===== config.mk =====
export PLATFORM = sky130hd
export DESIGN_NAME = adc_input_config_sequencer
export DESIGN_NICKNAME = d
export VERILOG_FILES = /design/src/adc_cfg_pkg.sv /design/src/adc_input_config_sequencer.sv
export VERILOG_INCLUDE_DIRS = /design/src
export SDC_FILE = /design/constraint.sdc
export NUM_CORES = 2
export LEC_CHECK = 0
export ABC_AREA = 1
export ABC_CLOCK_PERIOD_IN_PS = 8700
export BUFFER_PORTS_ARGS = -buffer_cell sky130_fd_sc_hd__buf_4
export CAP_MARGIN = 30
export CORE_UTILIZATION = 45
export DETAILED_ROUTE_END_ITERATION = 8
export PLACE_DENSITY_LB_ADDON = 0.08
export REMOVE_ABC_BUFFERS = 1
export SLEW_MARGIN = 20
export SYNTH_ARGS = -nofsm -noshare
export SYNTH_HDL_FRONTEND = slang
export SYNTH_SLANG_ARGS = --single-unit

===== constraint.sdc =====
create_clock -name CLOCK -period 8.7 [get_ports CLOCK]
set_clock_uncertainty 0.1 [all_clocks]
set_input_delay 0.435 -clock CLOCK [delete_from_list [all_inputs] [get_ports CLOCK]]
set_output_delay 0.435 -clock CLOCK [all_outputs]
set_load 0.03 [all_outputs]

===== src/adc_cfg_regs.svh =====
`ifndef ADC_CFG_REGS_SVH
`define ADC_CFG_REGS_SVH
// ************************************************************
// Serial word layout and register select codes.
// ************************************************************
`define WORD_BITS 5'h10
`define CFG_FLAG_BIT 15
`define SEL_HI 15
`define SEL_LO 11
`define FIELD_HI 10
`define FIELD_LO 3
`define COMMON_BIT 2
`define PSEUDO_DIFF_SELECT_CODE 5'h11
`define FULLY_DIFF_SELECT_CODE 5'h12
`define SEQUENCE_LENGTH_CODE 5'h16
`define PAIR_BITS_RST 8'h00
`define COMMON_RST 1'h0
`define SEQ_LEN_RST 8'h00
`define SHARED_COMMON_INPUT 4'hF
`define INPUT_CHANNEL_ZERO 4'h0
`define NIBBLE_LAST 2'h3
`define LAST_WORD_BIT 5'h0F
`endif


===== src/adc_cfg_pkg.sv =====
package adc_cfg_pkg;
	typedef enum logic [1:0] {
		PH_IDLE = 2'b00,
		PH_WORD = 2'b01,
		PH_PATTERN = 2'b10
	} phase_t;
	typedef enum logic [3:0] {
		SCAN_MANUAL = 4'b0000,
		SCAN_REPEAT = 4'b0001,
		ASCENDING_SCAN_INT_CLK = 4'b0010,
		ASCENDING_SCAN_EXT_CLK = 4'b0011,
		TOP_SCAN_INT_CLK = 4'b0100,
		TOP_SCAN_EXT_CLK = 4'b0101,
		BITMAP_SCAN_INT_CLK = 4'b0110,
		BITMAP_SCAN_EXT_CLK = 4'b0111,
		SEQUENCE_SCAN = 4'b1000
	} scan_mode_t;
	typedef struct packed {
		scan_mode_t mode;
		logic [3:0] single_channel_pick;
		logic [15:0] custom_channel_bitmap;
	} scan_sel_t;
	typedef struct packed {
		logic pair;
		logic bipolar;
		logic vs_common;
	} coding_t;
	typedef struct packed {
		logic [2:0] cs_s;
		logic [2:0] sck_s;
		logic [1:0] din_s;
		phase_t phase;
		logic next_pat;
		logic [15:0] shift;
		logic [4:0] bitcnt;
		logic [8:0] nib_cnt;
		logic [7:0] pend_len;
		logic [8:0] pend_cnt;
		logic pend_rdy;
		logic [7:0] act_len;
		logic [8:0] act_cnt;
		logic bank;
		logic [7:0] pair_pseudo_diff_bit;
		logic common_input_enable;
		logic [7:0] pair_fully_diff_bit;
		logic valid;
		logic [14:0] mode_word;
		logic mode_stb;
		logic [3:0] seq_ch;
		logic [15:0] sel_mask;
		coding_t coding;
	} state_t;
endpackage


===== src/adc_input_config_sequencer.sv =====
// Operation
// - Channel pick field in single-pick scans, channel bitmap in bitmap scans.
// - Hold a sequence length; up to 256 entries in any order.
// - Each sequence entry is one 4-bit channel nibble, decoded in that form.
// - New sequence becomes active at the next chip-select falling edge.
// - Entries past the last received nibble read as channel zero.
// - Nibbles beyond the length are dropped until chip select rises.
// - A nibble cut off by frame end is not stored and reads as channel zero.
// - All pair bits and common bit clear: single-ended straight binary.
// - Pseudo-differential bit only: pair converted unipolar straight binary.
// - Bipolar bit only: pair converted fully differential, two's complement.
// - Both pair bits set: pseudo-differential wins, unipolar straight binary.
// - Common bit set: channels 0 to 14 against channel 15, unipolar.
// - The same coding table applies to every even/odd pair.
// - Code 10001 loads pseudo-diff pair bits 10:3 and common bit 2.
// - Code 10010 loads fully differential pair bits 10:3.
// - Word MSB one is a configuration write, zero a mode instruction.
// - Code 10110 loads 8-bit length field; length is field plus one.
// - Config during conversion invalidates data until a mode instruction.
`timescale 1ns/100ps
`include "adc_cfg_regs.svh"
module adc_input_config_sequencer (
	input wire logic CLOCK,
	input wire logic RST,
	input wire logic CE,
	input wire logic CS_N,
	input wire logic SCLK,
	input wire logic DIN,
	input wire logic CONV_BUSY,
	input wire adc_cfg_pkg::scan_sel_t SCAN_SEL,
	input wire logic [3:0] CONV_CHANNEL,
	input wire logic [7:0] SEQ_INDEX,
	output logic [15:0] SEL_MASK,
	output adc_cfg_pkg::coding_t CODING,
	output logic [3:0] SEQ_CHANNEL,
	output logic [7:0] SEQUENCE_LENGTH_FIELD,
	output logic SEQ_PENDING,
	output logic DATA_VALID,
	output logic [14:0] MODE_WORD,
	output logic MODE_STROBE
);
	import adc_cfg_pkg::*;

	// ************************************************************
	// Decode helpers.
	// ************************************************************

	// Coding of one channel from the pair bits and the common bit.
	function automatic coding_t decode_coding(
		input logic [3:0] ch,
		input logic [7:0] uni,
		input logic [7:0] bip,
		input logic com
	);
		coding_t c;
		logic [2:0] bit_ix;
		c = '0;
		bit_ix = 3'h7 - ch[3:1];
		if (com && ch != `SHARED_COMMON_INPUT) begin
			c.vs_common = 1'b1;
		end else if (uni[bit_ix]) begin
			c.pair = 1'b1;
		end else if (bip[bit_ix]) begin
			c.pair = 1'b1;
			c.bipolar = 1'b1;
		end
		// All bits clear leaves a single-ended straight binary result.
		return c;
	endfunction

	// Channel mask for the active scan mode.
	function automatic logic [15:0] select_mask(input scan_sel_t s);
		logic [15:0] m;
		m = '0;
		if (s.mode == BITMAP_SCAN_INT_CLK || s.mode == BITMAP_SCAN_EXT_CLK) begin
			m = s.custom_channel_bitmap;
		end else begin
			m[s.single_channel_pick] = 1'b1;
		end
		return m;
	endfunction

	// ************************************************************
	// State and sequence memory.
	// ************************************************************

	state_t q;
	state_t d;
	logic [3:0] seq_mem [0:511];
	logic cs_fall;
	logic cs_rise;
	logic sck_rise;
	logic word_done;
	logic [15:0] word;
	logic [7:0] cfg_field;
	logic mem_we;
	logic [8:0] mem_addr;
	logic [3:0] mem_data;
	logic [3:0] mem_rd;

	// Edges are taken from the second and third stages only, never the first.
	assign cs_fall = q.cs_s[2] & ~q.cs_s[1];
	assign cs_rise = ~q.cs_s[2] & q.cs_s[1];
	assign sck_rise = ~q.sck_s[2] & q.sck_s[1] & ~q.cs_s[1];
	assign word = {q.shift[14:0], q.din_s[1]};
	assign cfg_field = word[`FIELD_HI:`FIELD_LO];
	assign word_done = sck_rise && q.phase == PH_WORD && q.bitcnt == `LAST_WORD_BIT;
	assign mem_rd = seq_mem[{q.bank, SEQ_INDEX}];

	// ************************************************************
	// Next-state logic.
	// ************************************************************

	// The link clock is slow against CLOCK, so each edge is seen once.
	always_comb begin
		d = q;
		d.mode_stb = 1'b0;
		mem_we = 1'b0;
		mem_addr = {~q.bank, q.nib_cnt[7:0]};
		mem_data = word[3:0];
		d.cs_s = {q.cs_s[1:0], CS_N};
		d.sck_s = {q.sck_s[1:0], SCLK};
		d.din_s = {q.din_s[0], DIN};
		if (cs_fall) begin
			d.bitcnt = '0;
			d.nib_cnt = '0;
			if (q.next_pat) begin
				d.phase = PH_PATTERN;
				d.next_pat = 1'b0;
			end else begin
				d.phase = PH_WORD;
				if (q.pend_rdy) begin
					d.act_len = q.pend_len;
					d.act_cnt = q.pend_cnt;
					d.bank = ~q.bank;
					d.pend_rdy = 1'b0;
				end
			end
		end else if (cs_rise) begin
			if (q.phase == PH_PATTERN) begin
				// A partial nibble is never counted, so it reads as zero.
				d.pend_cnt = q.nib_cnt;
				d.pend_rdy = 1'b1;
			end
			d.phase = PH_IDLE;
		end else if (sck_rise) begin
			unique case (q.phase)
				PH_IDLE: begin
				end
				PH_WORD: begin
					// Bits past the sixteenth are ignored.
					if (q.bitcnt < `WORD_BITS) begin
						d.shift = word;
						d.bitcnt = q.bitcnt + 5'h01;
					end
				end
				PH_PATTERN: begin
					d.shift = word;
					d.bitcnt = {3'h0, q.bitcnt[1:0] + 2'h1};
					if (q.bitcnt[1:0] == `NIBBLE_LAST && q.nib_cnt <= {1'b0, q.pend_len}) begin
						mem_we = 1'b1;
						d.nib_cnt = q.nib_cnt + 9'h001;
					end
					// Surplus nibbles fall through untouched.
				end
			endcase
		end
		if (word_done) begin
			if (word[`CFG_FLAG_BIT]) begin
				unique case (word[`SEL_HI:`SEL_LO])
					`PSEUDO_DIFF_SELECT_CODE: begin
						d.pair_pseudo_diff_bit = cfg_field;
						d.common_input_enable = word[`COMMON_BIT];
					end
					`FULLY_DIFF_SELECT_CODE: begin
						d.pair_fully_diff_bit = cfg_field;
					end
					`SEQUENCE_LENGTH_CODE: begin
						d.pend_len = cfg_field;
						d.next_pat = 1'b1;
						d.pend_rdy = 1'b0;
					end
					default: begin
					end
				endcase
				if (CONV_BUSY) begin
					d.valid = 1'b0;
				end
			end else begin
				d.mode_word = word[14:0];
				d.mode_stb = 1'b1;
				d.valid = 1'b1;
			end
		end
		// Entries beyond the received count read as channel zero.
		if ({1'b0, SEQ_INDEX} < q.act_cnt) begin
			d.seq_ch = mem_rd;
		end else begin
			d.seq_ch = `INPUT_CHANNEL_ZERO;
		end
		d.sel_mask = select_mask(SCAN_SEL);
		d.coding = decode_coding(CONV_CHANNEL, q.pair_pseudo_diff_bit,
			q.pair_fully_diff_bit, q.common_input_enable);
	end

	// State register; chip select idles high, so its stages reset high.
	always_ff @(posedge CLOCK or posedge RST) begin
		if (RST) begin
			q <= '0;
			q.cs_s <= 3'h7;
		end else if (CE) begin
			q <= d;
		end
	end

	// Pattern goes to the idle bank so the live sequence never changes mid-scan.
	always_ff @(posedge CLOCK) begin
		if (CE && mem_we) begin
			seq_mem[mem_addr] <= mem_data;
		end
	end

	// ************************************************************
	// Outputs.
	// ************************************************************

	assign SEL_MASK = q.sel_mask;
	assign CODING = q.coding;
	assign SEQ_CHANNEL = q.seq_ch;
	assign SEQUENCE_LENGTH_FIELD = q.act_len;
	assign SEQ_PENDING = q.pend_rdy;
	assign DATA_VALID = q.valid;
	assign MODE_WORD = q.mode_word;
	assign MODE_STROBE = q.mode_stb;
endmodule // adc_input_config_sequencer


==> impl_metrics.env <==
export IMPL_status="complete, no violations"
export IMPL_worstHoldEndpoint="CODING[2]"
export IMPL_utilization_pct=50.46
export IMPL_drtPass1Iterations=6
export IMPL_p_leak_nw=35.66
export IMPL_whs_path_depth=6
export IMPL_layout_commonest_cell="nand2_1"
export IMPL_core_rowCount=164
export IMPL_post_drt_wl_per_cell_um=23.64
export IMPL_core_area_sq_um=199900
export IMPL_cts_sinks=2181
export IMPL_die_w_um=450.6
export IMPL_layout_nets=7959
export IMPL_start_util_pct=45.31
export IMPL_ys_ff_latch=2181
export IMPL_cell_internal_pwr_mw=17.77
export IMPL_swShare_pct=26.07
export IMPL_numPortBuffers=90
export IMPL_path_max_fanout=26
export IMPL_ys_warn_count=0
export IMPL_area_delta_synth_final_pct=11.38
export IMPL_drive_gt1_share_pct=6.768
export IMPL_multiInputGateArea_sq_um=22720
export IMPL_grt_pass1_wl_mm=376.9
export IMPL_antenna_found_initial=7
export IMPL_clkTransAtPathRegs_ns=0.06
export IMPL_reg2reg_to="seq_mem[492][0]"
export IMPL_viasPerCell=5.572
export IMPL_max_cap_violations=0
export IMPL_cts_htree_levels=4
export IMPL_worstSetupPathType="register to register"
export IMPL_worst_hold_slack_ns=0.07949
export IMPL_cp_end_kind="register"
export IMPL_cp_start_kind="register"
export IMPL_rsz0062_at_grt="false"
export IMPL_tightestPinTransition_ns=1.090
export IMPL_die_area_sq_um=203000
export IMPL_layout_common_cells="nand2_1 (2246), nand3_1 (2071), edfxtp_1 (2048), nor2_1 (558), clkbuf_16 (225)"
export IMPL_min_delay_path_class="primary input to register"
export IMPL_seq_area_sq_um=64850
export IMPL_min_from="CONV_CHANNEL[2]"
export IMPL_synthCells=8016
export IMPL_power_frac_clock_pct=39.4
export IMPL_min_period_over_period_pct=55.29
export IMPL_clock_path_buffers=3
export IMPL_post_cts_setup_buffer_count=0
export IMPL_total_power_mw=24.03
export IMPL_relSlewSlack_pct=27.33
export IMPL_combPwrFrac_pct=10.8
export IMPL_timing_rr_start="mem_addr[3]"
export IMPL_finalHoldViolations=0
export IMPL_grt_max_degree=181
export IMPL_fillCellCount=18030
export IMPL_critPathRequiredTime_ns=9.11
export IMPL_drt_total_wl_mm=253.9
export IMPL_ios=92
export IMPL_die_height_um=450.6
export IMPL_initialDrtViolationCount=5864
export IMPL_grt_overflow_total=0
export IMPL_syn_avg_cell_area_sq_um=11.30
export IMPL_slew_violations=0
export IMPL_dpl_hpwl_mm=138.4
export IMPL_max_vdd_ir_drop_mv=0.1557
export IMPL_cts_buffers=223
export IMPL_fmax_mhz=207.9
export IMPL_cts_root_buffer="clkbuf_16"
export IMPL_setup_violations_final=0
export IMPL_arrival_ns=5.22
export IMPL_reg2reg_slack_ns=3.89
export IMPL_ant_nets=0
export IMPL_grt_use_total_pct=24.79
export IMPL_gp_congestion=0.8483
export IMPL_via_count=59830
export IMPL_clkLatencyLatePin_ns=0.86
export IMPL_reg2regPathDepth=11
export IMPL_power_per_cell_area_nw_per_um2=238.3
export IMPL_ys_seq_area_share_pct=71.60
export IMPL_syn_cell_area_sq_um=90550
export IMPL_power_frac_seq_pct=49.9
export IMPL_drc=0
export IMPL_p_sw_mw=6.265
export IMPL_synth_distinct_cells=37
export IMPL_grt_pass1_vias=58580
export IMPL_cts_tree="yes"
export IMPL_period_needed_ns=4.810
[critical path: stages, from the launching register on]
cell       delay [ns]
dfrtp_1          0.75
ha_1             0.35
nand2_1          0.07
nor2_1           0.06
nand3b_1         0.08
o2111ai_1        0.10
o21ai_1          0.19
nand4_4          0.57
inv_2            0.30
buf_4            0.46
nand3_1          0.77
nor2_1           0.59
[per-stage QoR]
step,area [sq um],setup TNS [ns],cells,setup WS (ns)
finish,100900,0,10740,3.890
global route,100900,0,10740,3.630
CTS,100700,0,10730,3.794
detailed placement,92940,0,10250,3.802
global placement,92860,0,10250,3.747
floorplan,87750,-2.463,7408,-0.6240
[sequential cells by signal, summed over array words and instances, names as in the netlist]
name and cells:
CODING 3, DATA_VALID 1, MODE_STROBE 1, MODE_WORD 15
SEL_MASK 16, SEQUENCE_LENGTH_FIELD 8, SEQ_CHANNEL 4, SEQ_PENDING 1
cfg_field 8, d 5, mem_addr 8, mem_data 3
q 60, seq_mem 2048
[synthesized netlist by cell type (all sizes together)]
| cell | count | share of area [%] |
|---|---|---|
| nor2 | 561 | 2.3 |
| o211ai | 1 | 0.0083 |
| edfxtp | 2048 | 68 |
| inv | 95 | 0.39 |
| o31ai | 1 | 0.0083 |
| nor3 | 30 | 0.18 |
| a22oi | 1 | 0.0083 |
| nand4 | 14 | 0.12 |
| o21a | 1 | 0.0083 |
| nand3b | 2 | 0.017 |
| nand2 | 2253 | 9.3 |
| clkbuf | 259 | 1.1 |
| o22ai | 4 | 0.028 |
| ha | 24 | 0.33 |
| dfrtp | 130 | 3.6 |
| nand3 | 2087 | 12 |
| a31oi | 17 | 0.12 |
| dfstp | 3 | 0.087 |
| a21oi | 11 | 0.061 |
| o21ai | 114 | 0.63 |
| clkinv | 2 | 0.0083 |
| o2111ai | 1 | 0.0097 |
| a311oi | 1 | 0.0097 |
| xor2 | 5 | 0.048 |
| buf | 349 | 2.0 |
| or2 | 2 | 0.014 |
[worst max path at each step]
stage / start / end / cells after the start
floorplan: SEQ_INDEX[0] / SEQ_CHANNEL[1] / 13
global placement: mem_addr[2] / seq_mem[86][2] / 11
detailed placement: mem_addr[3] / seq_mem[113][0] / 11
CTS: mem_addr[3] / seq_mem[113][3] / 11
global route: mem_addr[2] / seq_mem[481][3] / 11
finish: mem_addr[3] / seq_mem[492][0] / 11
[logic make-up after synthesis]
group	share of synthesized area [%]
buf+inv	3.492
compound gates	0.8885
flops	71.60
fa+ha+maj	0.3316
xor+xnor	0.04836
simple gates	23.64
[per-layer routing]
layer | vias up | routed length (um) | track usage (%)
met5 | - | 13 | 0
met3 | 330 | 17150 | 3.846
met1 | 29550 | 114400 | 36.07
met2 | 2034 | 115600 | 38.60
met4 | 2 | 6619 | 7.031
li1 | 27910 | - | -
[power by group through the flow]
stage | Clock (mW) | Sequential (mW) | Combinational (mW)
2_1_floorplan | 0 | 12.6 | 0.949
3_3_place_gp | 0 | 12.2 | 2.55
3_5_place_dp | 0 | 12.2 | 2.56
4_1_cts | 9.60 | 12.0 | 2.59
5_1_grt | 10.0 | 12.0 | 2.76
6_report | 9.46 | 12.0 | 2.59
[cell type report]
class / count / area share [%]
repair buffers: 259 / 2.401
flip-flops and latches: 2181 / 64.30
clock inverters: 142 / 1.274
clock buffers: 273 / 5.811
well taps: 2656 / 3.295
diodes: 1 / 0.002481
multi-input cells: 5130 / 22.52
inverters: 97 / 0.3958
[timing repair]
| item | CTS | global route |
|---|---|---|
| hold endpoints to repair | 111 | 0 |
| setup endpoints to repair | 0 | 0 |
| resized for setup | 0 | 0 |
| hold buffers | 64 | 0 |
(Power assumes the default switching activity.)
